--- src/common/video_regs_pkg.sv ---
// Shared constants and types for the power and input mode register bank.
// Assumes a single 10 MHz device clock and a byte-level host port engine.
package video_regs_pkg;

   localparam logic [7:0] POWER_CONTROL_ADDR     = 8'h00;
   localparam logic [7:0] INPUT_MODE_SELECT_ADDR = 8'h01;
   localparam logic [7:0] LAST_ADDR              = 8'h01;

   localparam logic [7:0] POWER_CONTROL_RESET     = 8'h12;
   localparam logic [7:0] INPUT_MODE_SELECT_RESET = 8'h00;
   // Reserved bits 0 and 3 always store zero
   localparam logic [7:0] MODE_WRITE_MASK         = 8'hF6;
   localparam logic [7:0] POWER_WRITE_MASK        = 8'hFF;

   localparam logic [1:0] ALIGN_CHROMA_RISE = 2'h0;
   localparam logic [1:0] ALIGN_LUMA_RISE   = 2'h3;

   localparam logic [2:0] MODE_SD_ONLY   = 3'h0;
   localparam logic [2:0] MODE_HD_SDR    = 3'h1;
   localparam logic [2:0] MODE_HD_DDR    = 3'h2;
   localparam logic [2:0] MODE_SD_HD_SDR = 3'h3;
   localparam logic [2:0] MODE_SD_HD_DDR = 3'h4;

   typedef struct packed {
      logic dac4_on;
      logic dac5_on;
      logic dac6_on;
      logic dac1_on;
      logic dac2_on;
      logic dac3_on;
      logic pll_off;
      logic sleep;
   } power_control_t;

   typedef struct packed {
      logic       bus_swap;
      logic [2:0] input_mode;
      logic       reserved3;
      logic [1:0] edge_align;
      logic       reserved0;
   } mode_select_t;

   typedef struct packed {
      logic       start;
      logic       stop;
      logic       wr_valid;
      logic [7:0] wr_data;
      logic       rd_req;
   } host_req_t;

   typedef struct packed {
      logic       ack_valid;
      logic       ack;
      logic       rd_valid;
      logic [7:0] rd_data;
   } host_rsp_t;

   typedef struct packed {
      logic       sleep;
      logic       pll_on;
      logic       oversample_on;
      logic [5:0] dac_on;
   } power_out_t;

   typedef struct packed {
      logic sd_en;
      logic edhd_en;
      logic edhd_ddr;
      logic mode_reserved;
      logic luma_on_rise;
      logic align_reserved;
      logic bus_swap;
   } mode_out_t;

   typedef enum logic [3:0] {
      ST_IDLE = 4'h1,
      ST_PTR  = 4'h2,
      ST_DATA = 4'h4,
      ST_HALT = 4'h8
   } host_state_t;

endpackage

--- src/reg_byte.sv ---
// One host-writable control register with reset value and write mask.
// Assumes write enable and data come from logic on the same clock.
`timescale 1ns/1ps
`default_nettype none
module reg_byte
   import video_regs_pkg::*;
#(
   parameter int unsigned         WIDTH      = 8,
   parameter logic [WIDTH-1:0]    RESET_VAL  = '0,
   parameter logic [WIDTH-1:0]    WRITE_MASK = '1
) (
   input  wire logic             clock_i,
   input  wire logic             rstn_i,
   input  wire logic             wr_en_i,
   input  wire logic [WIDTH-1:0] wr_data_i,
   output logic      [WIDTH-1:0] value_o
);

   logic [WIDTH-1:0] value_ff;

   always_ff @(posedge clock_i or negedge rstn_i) begin
      if (!rstn_i) begin
         value_ff <= RESET_VAL;
      end else if (wr_en_i) begin
         value_ff <= wr_data_i & WRITE_MASK;
      end
   end

   assign value_o = value_ff;

endmodule
`default_nettype wire

--- src/ddr_lane_sort.sv ---
// Sorts the two half-cycle words of a double-rate input into luma/chroma.
// Assumes rise and fall words were captured upstream on the same clock.
`timescale 1ns/1ps
`default_nettype none
module ddr_lane_sort
   import video_regs_pkg::*;
#(
   parameter int unsigned LANE_W = 10
) (
   input  wire logic              clock_i,
   input  wire logic              rstn_i,
   input  wire logic              enable_i,
   input  wire logic              luma_on_rise_i,
   input  wire logic              valid_i,
   input  wire logic [LANE_W-1:0] rise_word_i,
   input  wire logic [LANE_W-1:0] fall_word_i,
   output logic      [LANE_W-1:0] luma_o,
   output logic      [LANE_W-1:0] chroma_o,
   output logic                   valid_o
);

   logic [LANE_W-1:0] luma_ff;
   logic [LANE_W-1:0] chroma_ff;
   logic              valid_ff;
   wire               take_w = valid_i & enable_i;
   wire [LANE_W-1:0]  nxt_luma = luma_on_rise_i ? rise_word_i : fall_word_i;
   wire [LANE_W-1:0]  nxt_chroma = luma_on_rise_i ? fall_word_i : rise_word_i;

   always_ff @(posedge clock_i or negedge rstn_i) begin
      if (!rstn_i) begin
         luma_ff   <= '0;
         chroma_ff <= '0;
         valid_ff  <= 1'b0;
      end else begin
         valid_ff <= take_w;
         if (take_w) begin
            luma_ff   <= nxt_luma;
            chroma_ff <= nxt_chroma;
         end
      end
   end

   assign luma_o   = luma_ff;
   assign chroma_o = chroma_ff;
   assign valid_o  = valid_ff;
endmodule
`default_nettype wire

--- src/power_and_input_mode_regs.sv ---
// Power and input mode register bank behind the host byte port.
// Assumes a serial engine on the same clock delivers start, stop and bytes.
//
// Behaviour
// - An 8-bit write-only pointer is loaded by the first byte written.
// - The pointer picks the register that takes or gives each data byte.
// - Power bit 0 set means sleep, turning off every converter and PLL.
// - Both registers stay readable and writable while asleep.
// - Power bit 1 set powers the PLL down and stops oversampling.
// - Power bits 2, 3, 4 switch converters three, two and one on.
// - Power bits 5, 6, 7 switch converters six, five and four on.
// - Alignment 00 takes chroma on the rising and luma on the falling.
// - Alignment 11 swaps that; 01 and 10 are reserved, DDR only.
// - Mode bits 6:4 choose SD, ED/HD SDR or DDR, or SD with either.
`timescale 1ns/1ps
`default_nettype none
module power_and_input_mode_regs
   import video_regs_pkg::*;
#(
   parameter int unsigned LANE_W = 10
) (
   input  wire logic              clock_i,
   input  wire logic              rstn_i,
   input  wire host_req_t         host_req_i,
   output host_rsp_t              host_rsp_o,
   input  wire logic              ddr_word_valid_i,
   input  wire logic [LANE_W-1:0] ddr_rise_word_i,
   input  wire logic [LANE_W-1:0] ddr_fall_word_i,
   output power_out_t             power_o,
   output mode_out_t              mode_o,
   output logic      [LANE_W-1:0] ddr_luma_o,
   output logic      [LANE_W-1:0] ddr_chroma_o,
   output logic                   ddr_valid_o
);

   host_state_t    state_ff;
   host_state_t    nxt_state;
   logic [7:0]     pointer_ff;
   logic [7:0]     nxt_pointer;
   host_rsp_t      rsp_ff;
   host_rsp_t      nxt_rsp;
   power_out_t     power_ff;
   mode_out_t      mode_ff;
   logic [7:0]     power_q;
   logic [7:0]     mode_q;
   power_control_t pwr;
   mode_select_t   msel;

   // Start and stop override any byte seen in the same cycle
   wire       busy_w    = ~host_req_i.start & ~host_req_i.stop;
   wire       in_ptr_w  = (state_ff == ST_PTR);
   wire       in_data_w = (state_ff == ST_DATA);
   wire       ptr_ok_w  = (pointer_ff <= LAST_ADDR);
   wire       new_ok_w  = (host_req_i.wr_data <= LAST_ADDR);
   wire       ptr_load  = busy_w & in_ptr_w & host_req_i.wr_valid;
   wire       data_wr   = busy_w & in_data_w & host_req_i.wr_valid;
   wire       data_rd   = busy_w & (in_ptr_w | in_data_w)
                          & host_req_i.rd_req & ~host_req_i.wr_valid;
   // Writing is never gated by sleep, so setup can happen while asleep
   wire       wr_power  = data_wr & (pointer_ff == POWER_CONTROL_ADDR);
   wire       wr_mode   = data_wr & (pointer_ff == INPUT_MODE_SELECT_ADDR);
   // Reads past the top keep returning the highest register
   wire [7:0] rd_addr_w = ptr_ok_w ? pointer_ff : LAST_ADDR;
   wire [7:0] rd_data_w = (rd_addr_w == POWER_CONTROL_ADDR) ? power_q
                                                           : mode_q;
   // Stepping stops one past the top, so the pointer never wraps
   wire [7:0] ptr_inc_w = ptr_ok_w ? 8'(pointer_ff + 8'h01) : pointer_ff;

   always_comb begin
      nxt_state   = state_ff;
      nxt_pointer = pointer_ff;
      nxt_rsp     = '0;
      if (host_req_i.start) begin
         nxt_state = ST_PTR;
      end else if (host_req_i.stop) begin
         nxt_state = ST_IDLE;
      end else begin
         case (state_ff)
            ST_PTR: begin
               if (ptr_load) begin
                  nxt_pointer       = host_req_i.wr_data;
                  nxt_rsp.ack_valid = 1'b1;
                  nxt_rsp.ack       = new_ok_w;
                  nxt_state         = new_ok_w ? ST_DATA : ST_HALT;
               end else if (data_rd) begin
                  nxt_rsp.rd_valid = 1'b1;
                  nxt_rsp.rd_data  = rd_data_w;
                  nxt_pointer      = ptr_inc_w;
                  nxt_state        = ST_DATA;
               end
            end
            ST_DATA: begin
               if (data_wr) begin
                  nxt_rsp.ack_valid = 1'b1;
                  nxt_rsp.ack       = ptr_ok_w;
                  nxt_pointer       = ptr_inc_w;
                  nxt_state         = ptr_ok_w ? ST_DATA : ST_HALT;
               end else if (data_rd) begin
                  nxt_rsp.rd_valid = 1'b1;
                  nxt_rsp.rd_data  = rd_data_w;
                  nxt_pointer      = ptr_inc_w;
               end
            end
            ST_IDLE, ST_HALT: begin
               nxt_state = state_ff;
            end
            default: begin
               nxt_state = ST_IDLE;
            end
         endcase
      end
   end

   always_ff @(posedge clock_i or negedge rstn_i) begin
      if (!rstn_i) begin
         state_ff   <= ST_IDLE;
         pointer_ff <= 8'h00;
         rsp_ff     <= '0;
      end else begin
         state_ff   <= nxt_state;
         pointer_ff <= nxt_pointer;
         rsp_ff     <= nxt_rsp;
      end
   end

   reg_byte #(
      .WIDTH      (8),
      .RESET_VAL  (POWER_CONTROL_RESET),
      .WRITE_MASK (POWER_WRITE_MASK)
   ) power_reg (
      .clock_i   (clock_i),
      .rstn_i    (rstn_i),
      .wr_en_i   (wr_power),
      .wr_data_i (host_req_i.wr_data),
      .value_o   (power_q)
   );

   // Masking reserved bits keeps stray host writes out of the decode
   reg_byte #(
      .WIDTH      (8),
      .RESET_VAL  (INPUT_MODE_SELECT_RESET),
      .WRITE_MASK (MODE_WRITE_MASK)
   ) mode_reg (
      .clock_i   (clock_i),
      .rstn_i    (rstn_i),
      .wr_en_i   (wr_mode),
      .wr_data_i (host_req_i.wr_data),
      .value_o   (mode_q)
   );

   assign pwr  = power_control_t'(power_q);
   assign msel = mode_select_t'(mode_q);

   wire       awake_w   = ~pwr.sleep;
   wire [5:0] dac_req_w = {pwr.dac6_on, pwr.dac5_on, pwr.dac4_on,
                           pwr.dac3_on, pwr.dac2_on, pwr.dac1_on};
   power_out_t nxt_power;
   assign nxt_power.sleep         = pwr.sleep;
   assign nxt_power.pll_on        = awake_w & ~pwr.pll_off;
   assign nxt_power.oversample_on = awake_w & ~pwr.pll_off;
   assign nxt_power.dac_on        = dac_req_w & {6{awake_w}};

   wire [2:0] im_w = msel.input_mode;
   mode_out_t nxt_mode;
   assign nxt_mode.sd_en = (im_w == MODE_SD_ONLY) | (im_w == MODE_SD_HD_SDR)
                           | (im_w == MODE_SD_HD_DDR);
   assign nxt_mode.edhd_en = (im_w == MODE_HD_SDR) | (im_w == MODE_HD_DDR)
                             | (im_w == MODE_SD_HD_SDR)
                             | (im_w == MODE_SD_HD_DDR);
   assign nxt_mode.edhd_ddr = (im_w == MODE_HD_DDR)
                              | (im_w == MODE_SD_HD_DDR);
   assign nxt_mode.mode_reserved = (im_w > MODE_SD_HD_DDR);
   // Reserved alignment codes fall back to chroma on the rising edge
   assign nxt_mode.luma_on_rise = (msel.edge_align == ALIGN_LUMA_RISE);
   assign nxt_mode.align_reserved = (msel.edge_align != ALIGN_LUMA_RISE)
                                  & (msel.edge_align != ALIGN_CHROMA_RISE);
   assign nxt_mode.bus_swap = msel.bus_swap;

   always_ff @(posedge clock_i or negedge rstn_i) begin
      if (!rstn_i) begin
         power_ff <= '0;
         mode_ff  <= '0;
      end else begin
         power_ff <= nxt_power;
         mode_ff  <= nxt_mode;
      end
   end

   // Alignment only matters for the double-rate ED/HD modes
   ddr_lane_sort #(
      .LANE_W (LANE_W)
   ) lane_sort (
      .clock_i        (clock_i),
      .rstn_i         (rstn_i),
      .enable_i       (mode_ff.edhd_ddr),
      .luma_on_rise_i (mode_ff.luma_on_rise),
      .valid_i        (ddr_word_valid_i),
      .rise_word_i    (ddr_rise_word_i),
      .fall_word_i    (ddr_fall_word_i),
      .luma_o         (ddr_luma_o),
      .chroma_o       (ddr_chroma_o),
      .valid_o        (ddr_valid_o)
   );

   assign host_rsp_o = rsp_ff;
   assign power_o    = power_ff;
   assign mode_o     = mode_ff;
endmodule
`default_nettype wire

--- config.mk ---
export PLATFORM = sky130hd
export DESIGN_NAME = power_and_input_mode_regs
export DESIGN_NICKNAME = d
export VERILOG_FILES = /design/src/common/video_regs_pkg.sv /design/src/reg_byte.sv /design/src/ddr_lane_sort.sv /design/src/power_and_input_mode_regs.sv
export SDC_FILE = /design/constraint.sdc
export NUM_CORES = 1
export LEC_CHECK = 0
export BUFFER_PORTS_ARGS = -buffer_cell sky130_fd_sc_hd__buf_2
export CAP_MARGIN = 20
export CORE_MARGIN = 1.5
export CORE_UTILIZATION = 53
export DETAILED_ROUTE_END_ITERATION = 7
export PLACE_DENSITY = 0.8
export SLEW_MARGIN = 25
export SYNTH_ARGS = -nofsm -noshare
export SYNTH_HDL_FRONTEND = slang
export SYNTH_SLANG_ARGS = --single-unit
--- constraint.sdc ---
create_clock -name clock_i -period 2.2 [get_ports clock_i]
set_clock_uncertainty 0.1 [all_clocks]
set_input_delay 0.11 -clock clock_i [delete_from_list [all_inputs] [get_ports clock_i]]
set_output_delay 0.11 -clock clock_i [all_outputs]
set_load 0.02 [all_outputs]
Word level (Yosys, flattened, before mapping):

Cells that the tools add are included.
W data, S select, Z words.

* register bits after elaboration: 73
* bits of input ports: 35
* output and inout port bits: 48
* logic and storage cells: 98

* $add $sub $neg: 1
* $lt $le $gt $ge: 3
* eq/ne operators: 14
* muxes and demuxes: 25
* bitwise logic cells: 26
* reductions and logical operators: 8

Operators by type and width (count)
* $mux W8: 6
* $mux W4: 7
* $mux W9: 3
* $mux W11: 2
* $pmux W11 S2: 1
* $mux W10: 2
* $le A8 B1 Y1 const B: 2
* $logic_not A8 Y1: 2
* $pmux W8 S2: 1
* $and A1 B1 Y1: 13
* $pmux W4 S3: 1
* $add A8 B1 Y8 const B: 1
* $eq A8 B1 Y1 const B: 1
* $or A1 B1 Y1: 7
* $and A6 B6 Y6: 1
* $eq A3 B2 Y1 const B: 2
* $reduce_and A3 Y1: 2
* $ne A5 B3 Y1 const B: 1
* $not A1 Y1: 5
* $eq A4 B1 Y1 const B: 1
* $eq A4 B2 Y1 const B: 1
* $eq A4 B3 Y1 const B: 1
* $eq A4 B4 Y1 const B: 1
* $mux W2: 2
* other kinds (10): 11

Longest topological paths before layout:

Gate-level depths: netlist of run 1.

* word-level depth: 10
* mapped depth: 9
* mapped depth without buffers: 8

Cells and area by module:

Synthesis of run 1 repeated with hierarchy kept, for this count alone.

* cells, all modules: 278
* area, all modules: 3331.9 um^2

Modules (own cells, without submodules)
* power_and_input_mode_regs: times used 1, cells each 155, area each 1742.9 um^2, sequential area each 952.2 um^2
* ddr_lane_sort: times used 1, cells each 90, area each 984.7 um^2, sequential area each 525.5 um^2
* reg_byte at power_reg: times used 1, cells each 17, area each 334.1 um^2, sequential area each 202.7 um^2
* reg_byte at mode_reg: times used 1, cells each 16, area each 270.3 um^2, sequential area each 150.1 um^2

Least setup slack after synthesis of run 1:

No wires, ideal clock.

* path kind: register to register
* start: register pointer_ff[1]
* end: register rsp_ff (netlist bit host_rsp_o[0])
* library setup time: 0.120 ns
* data arrival time: 1.837 ns
* slack: 0.143 ns
* stages on the path, launching flop included: 9
* path buffers: 1
* clock period less this slack: 2.057 ns
* cell sequence: dfrtp_1 inv_1 ha_1 o211ai_1 clkinv_1 ha_1 a21boi_0 buf_2 and3_2

RTL lines
* start, declared: RTL line power_and_input_mode_regs.sv:38 `logic [7:0] pointer_ff;`
* start signal, assigned: RTL line power_and_input_mode_regs.sv:121 `pointer_ff <= nxt_pointer;`
* end signal, assigned: RTL line power_and_input_mode_regs.sv:122 `rsp_ff <= nxt_rsp;`
* end, declared: RTL line power_and_input_mode_regs.sv:40 `host_rsp_t rsp_ff;`

==> out/metrics.cfg, run 1 <==
[synth]
async_flop_share_pct=100
synth.avg_cell_area_sq_um=11.7
syn_area_sq_um=3250
synth-main-ff-cell=dfrtp_1
ys_seq_elements=73
netlist_instances=277
yosys_warnings=0
synth.distinct_cells=56
ys_seq_area_share_pct=56.3
syn-num-nets=317
synth_edf_count=0

[final_layout]
final_util_pct=71.5
final_cell_mix=buf_2, dfrtp_1, nor2_1
syn2layout_area_growth_pct=30.2
drive_gt1_share_pct=34.9
diodes=0
final_common_cell=buf_2
num-nets-final=434
fill_cells=440

[setup_path]
cp-start-kind=register
cp-end-kind=register
crit_type=register to register
critPathMaxFanout=8
required_ns=2.32
worst_ep_arrival_time_ns=2.20

[clock_network]
clk_latency_ns=0.34
clock_path_buffers=2
cts_root_buffer=clkbuf_8
cts_max_level=3
cts_buffers=9
tritoncts=built
clkSinkCount=73
path_clk_slew_ns=0.08

[timing]
setup_slack_ns=0.122
drv_slew=0
tightestPinTransition_ns=0.693
fmax_mhz=481
fin_crit_sh_pct=94.5
slew_headroom_pct=53.8
post-route-min-period_ns=2.08
hold_viol=0
setup_viol=0

[power_and_ir_drop]
seqPwrFrac_pct=50.5
power.internal_w=0.00221
p_switching_w=0.000889
clock_power_share_pct=30.8
switching_share_pct=28.7
ir_worst_vdd_uv=486
p_per_area_nw_per_um2=732
comb_power_share_pct=18.7
p_leak_nw=2.15

[die]
die_area_sq_um=6610
rows=28
core_sq_um=5920
io_pins=83
initial_core_util_pct=54.9
fp.dieH_microns=81.3
die_x_microns=81.3

[detailed_routing]
wl_per_cell_microns=14.9
vias=2521
wirelength_microns=7050
viasPerCell=5.33
drt_pass1_iterations=4
initialDrtViolationCount=151
drtAntennaViolNets=0
drc_errors=0

[global_route]
gr-total-overflow=0
grt_antenna_before_repair=0
track_usage_pct=22.8
grt_start_max_net_pins=44
grt_pass1_vias=2474
grt_pass1_wl_microns=11200

[status]
status=finished clean

[worst_hold_path]
hp-class=input port to register

[placed_design]
place_congestion=0.854
pre_cts_slack_ns=0.0360
hpwl_microns=4780
io_buffers=82

[run]
max_cap_viol_count=0

==> flip-flops by register name, summed over array words and instances (netlist names) <==
name                flops
lane_sort.luma_o       10
pointer_ff              8
mode_reg.value_o        6
lane_sort.valid_o       1
lane_sort.chroma_o     10
power_o                 8
power_reg.value_o       8
state_ff                4
mode_o                  7
host_rsp_o             11
==> final timing paths <==
kind / startpoint / depth (start not counted) / slack [ns] / to
min: ddr_fall_word_i[4] / 3 / 0.01 / lane_sort.chroma_o[4]$_DFFE_PN0P_
max reg2reg: pointer_ff[6]$_DFFE_PN0P_ / 8 / 0.12 / host_rsp_o[2]$_DFF_PN0_
max: pointer_ff[6]$_DFFE_PN0P_ / 8 / 0.12 / host_rsp_o[2]$_DFF_PN0_
max in group asynchronous: rstn_i / 3 / 1.03 / state_ff[0]$_DFFE_PN1P_
min in group asynchronous: rstn_i / 2 / 0.25 / lane_sort.chroma_o[4]$_DFFE_PN0P_
min reg2reg: mode_reg.value_o[7]$_DFFE_PN0P_ / 0 / 0.33 / mode_o[0]$_DFF_PN0_
==> synth_stat cells, types with 2 or more instances <==
cell type / number / area, sq um
buf_4: 3 / 22.5
dfrtp_1: 70 / 1750
ha_1: 5 / 62.6
a21oi_1: 23 / 115
dfstp_2: 3 / 78.8
nor4b_4: 2 / 47.6
o21a_1: 2 / 15.0
o211ai_1: 2 / 15.0
nor2b_1: 7 / 43.8
nand2_1: 19 / 71.3
clkbuf_1: 7 / 26.3
and3_2: 3 / 22.5
nand3_1: 2 / 10.0
nor3_1: 4 / 20.0
nor2_1: 34 / 128
inv_1: 4 / 15.0
nor4_1: 2 / 12.5
buf_6: 3 / 33.8
a311oi_1: 2 / 17.5
o21ai_0: 4 / 20.0
mux2i_1: 28 / 280
mux2_2: 14 / 158
==> cells by family (layout without fill, tap and decap cells) <==
group | Yosys count | count (layout) | synth area share [%]
buf+inv | 21 | 142 | 3.65
flops | 73 | 73 | 56.3
fa+ha+maj | 5 | 5 | 1.92
compound gates | 45 | 45 | 8.54
xor+xnor | 3 | 3 | 1.04
mux | 42 | 42 | 13.5
simple gates | 88 | 88 | 15.1
==> layer usage <==
layer	part of all wire, %	global-route usage (%)
met5	0	0
met4	2.0	11.7
met3	6.7	4.27
met2	50	37.4
met1	41	28.7
==> timing repair <==
item | CTS | global route
setup buffers | 0 | 1
hold buffers | 30 | 0
endpoints found under the setup margin | 0 | 9
gates resized for setup | 0 | 2
hold endpoints to repair | 67 | 0
==> area by class of cell <==
class | instances | area (sq um) | share of cell area (%)
Sequential cell | 73 | 1830 | 43.2
Multi-Input combinational cell | 183 | 1310 | 30.9
Timing Repair Buffer | 121 | 791 | 18.7
Clock buffer | 13 | 169 | 3.99
Tap cell | 75 | 93.8 | 2.22
Inverter | 6 | 27.5 | 0.650
Clock inverter | 2 | 12.5 | 0.296
==> critical path, cell delays in order, from the launching register on <==
cell      delay (ns)
dfrtp_1         0.41
nor4_2          0.34
o211ai_1        0.21
inv_2           0.11
ha_1            0.14
a21boi_0        0.17
buf_4           0.20
mux2i_1         0.21
nor2_1          0.06
==> stage by stage <==
step	setup TNS [ns]	hold slack [ns]	cell area [sq um]	instances	total power, W
finish	0	0.0107	4230	473	0.00310
global route	-0.0270	0.0244	4230	473	0.00326
detailed placement	0	0.0906	3740	427	0.00212
floorplan	0	-0.286	3250	277	0.00190
CTS	0	0.00110	4220	472	0.00311
global placement	0	0.0842	3740	427	0.00209
==> power groups by stage <==
stage	registers, W	clock network (W)	logic, W
4_1_cts	0.00156	0.000971	0.000577
2_1_floorplan	0.00169	0	0.000205
3_3_place_gp	0.00158	0	0.000516
5_1_grt	0.00158	0.00103	0.000644
3_5_place_dp	0.00158	0	0.000531
6_report	0.00157	0.000955	0.000579
(Power assumes the default switching activity.)
==> inputs of run 2 (changes only) <==
Settings changed: SKIP_CTS_REPAIR_TIMING set to 1, SYNTH_HIERARCHICAL set to 1.
==> out/metrics.cfg, run 2 <==
[clock_network]
cts_buffers=9  ; unchanged
clkSinkCount=73  ; unchanged
path_clk_slew_ns=0.08  ; about the same
cts_root_buffer=clkbuf_8
clk_latency_ns=0.34  ; about the same
tritoncts=built
cts_max_level=3  ; unchanged
clock_path_buffers=2  ; unchanged

[power_and_ir_drop]
p_leak_nw=2.03  ; -5.7%
ir_worst_vdd_uv=565  ; +16%
p_per_area_nw_per_um2=890  ; +21%

[final_layout]
syn2layout_area_growth_pct=25.9
diodes=0  ; unchanged
final_cell_mix=buf_2, dfrtp_1, a21oi_1
largest_reg_flops=11  ; unchanged
drive_gt1_share_pct=36.5  ; +1.6 points
num-nets-final=421  ; -3.0%
final_common_cell=buf_2
fill_cells=414  ; -5.9%

[synth]
ys_seq_elements=73  ; unchanged
ys_top_cells_by_count=dfrtp_1, a21oi_1, mux2i_1
synth_most_common_cell=dfrtp_1
synth.distinct_cells=46  ; -18%
synth_edf_count=0  ; unchanged
async_flop_share_pct=100  ; unchanged
yosys_warnings=6  ; +6
yosys.area.top_type=dfrtp_1
netlist_instances=278  ; +0.36%
yosysTopAreaCellShare_pct=52.6  ; -1.3 points
synth.avg_cell_area_sq_um=12.0  ; +2.1%
synth_area_leaders=dfrtp_1, mux2i_1, a21oi_1
ys_seq_area_share_pct=54.9  ; -1.4 points
syn_area_sq_um=3330  ; +2.5%
synth-main-ff-cell=dfrtp_1

[die]
die_x_microns=82.3  ; +1.2%
fp.dieH_microns=82.3  ; +1.2%
die_area_sq_um=6770  ; +2.4%
initial_core_util_pct=55.6  ; +0.69 points
io_pins=83  ; unchanged
core_sq_um=5990  ; +1.2%
rows=28  ; unchanged

[global_route]
grt_antenna_before_repair=0  ; unchanged
grt_pass1_wl_microns=11000  ; -2.4%
grt_pass1_vias=2478  ; +0.16%
grt_start_max_net_pins=74  ; +68%
gr-total-overflow=0  ; unchanged
track_usage_pct=21.7  ; -1.1 points

[setup_path]
cp-end-kind=register
worst_ep_arrival_time_ns=2.21  ; about the same
crit_type=register to register
cp-start-kind=register
critPathMaxFanout=8  ; unchanged
required_ns=2.33  ; about the same

[timing]
slew_headroom_pct=51.2  ; -2.6 points
tns_ns=0  ; unchanged
drv_slew=0  ; unchanged
setup_slack_ns=0.124  ; +0.00165 ns
fmax_mhz=482  ; about the same
tightestPinTransition_ns=0.732  ; +0.0386 ns
hold_ws_ns=-0.0109  ; -0.0216 ns
setup_viol=0  ; unchanged
rsz0062_at_grt=false
post-route-min-period_ns=2.08  ; -0.00165 ns
hold_viol=4  ; +4
fin_crit_sh_pct=94.4  ; about the same

[detailed_routing]
initialDrtViolationCount=127  ; -16%
wirelength_microns=6930  ; -1.6%
wl_per_cell_microns=15.0  ; +0.94%
drtAntennaViolNets=0  ; unchanged
viasPerCell=5.38  ; +0.89%
drc_errors=0  ; unchanged
vias=2479  ; -1.7%
drt_pass1_iterations=4  ; unchanged

[placed_design]
io_buffers=82  ; unchanged
pre_cts_slack_ns=0.00825  ; -0.0278 ns
place_congestion=0.871  ; +2.0%
hpwl_microns=5000  ; +4.5%

[status]
violations=hold timing
status=finished with violations

[worst_hold_path]
hp-class=input port to register

[run]
max_cap_viol_count=0  ; unchanged

run 2: cell count changes after synthesis, sizes merged, moves of 2 or more:
cell / delta
nand4: -2
a21oi: +21
nor3: +2
clkinv: -2
buf: +8
o22ai: +2
nand2: -16
mux2: +5
clkbuf: -5
nor2: -15
inv: +2
mux2i: +2
and3: -3
and2: +3
run 2: power breakdown:
group,leakage [nW],internal [W],switching (W)
clock network,0.107,0.000643,0.000495
registers,0.956,0.00157,0.000129
logic,0.966,0.000344,0.000552
total,2.03,0.00256,0.00118
run 2: layout make-up:
class | instances | area [sq um] | share of cell area [%]
Clock buffer | 10 | 128 | 3.04
Clock inverter | 6 | 90.1 | 2.15
Inverter | 6 | 22.5 | 0.537
Multi-Input combinational cell | 182 | 1360 | 32.5
Sequential cell | 73 | 1830 | 43.6
Tap cell | 75 | 93.8 | 2.24
Timing Repair Buffer | 109 | 668 | 15.9
run 2: worst max-delay path: stages, from the launching register on:
cell and delay, ns:
dfrtp_1 0.42, inv_1 0.09, ha_1 0.21, o211ai_1 0.23, inv_1 0.09, buf_4 0.16, a21boi_0 0.17, buf_4 0.22
mux2i_1 0.22, nor2_1 0.06
run 2: path summary, 6_finish.rpt:
| check | slack [ns] | endpoint | cells past startpoint | from |
|---|---|---|---|---|
| worst min-delay path | -0.01 | lane_sort/chroma_o[0]$_DFFE_PN0P_ | 3 | ddr_rise_word_i[0] |
| worst max-delay path | 0.12 | host_rsp_o[1]$_DFF_PN0_ | 9 | pointer_ff[1]$_DFFE_PN0P_ |
| worst max register to register | 0.12 | host_rsp_o[1]$_DFF_PN0_ | 9 | pointer_ff[1]$_DFFE_PN0P_ |
| max in group asynchronous | 1.44 | state_ff[0]$_DFFE_PN1P_ | 3 | rstn_i |
| worst min register to register | 0.34 | mode_o[0]$_DFF_PN0_ | 0 | mode_reg/value_o[7]$_DFFE_PN0P_ |
| min in group asynchronous | 0.22 | host_rsp_o[8]$_DFF_PN0_ | 3 | rstn_i |
run 2: cell families (layout without fill, tap and decap cells):
group                      Yosys count  after routing  share of synthesized area [%]
DFF                                 73             73                           54.9
AOI/OAI and AO/OA                   65             65                           11.5
and+or+nand+nor                     58             58                           9.35
muxes                               49             49                           17.0
buffers and inverters               24            131                           4.47
adders and majority gates            5              5                           1.88
xor gates and xnor gates             3              3                          0.789
other                                1              2                          0.113
run 2: layer usage:
metal  GRT usage (%)  wire length (microns)  vias up
met5               0                      0        -
met4            8.98                     89        0
met3            5.38                    416       10
met2            36.5                   3380       77
met1            26.7                   3040     1197
li1                -                      -     1195
run 2: metrics by stage:
step | total power (W) | cells | area, sq um | util (%)
3_5_place_dp | 0.00261 | 433 | 3850 | 64.3
4_1_cts | 0.00374 | 449 | 4070 | 67.9
2_1_floorplan | 0.00225 | 279 | 3340 | -
5_1_grt | 0.00394 | 461 | 4200 | 70.0
6_report | 0.00373 | 461 | 4200 | 70.0
3_3_place_gp | 0.00256 | 433 | 3850 | 64.3
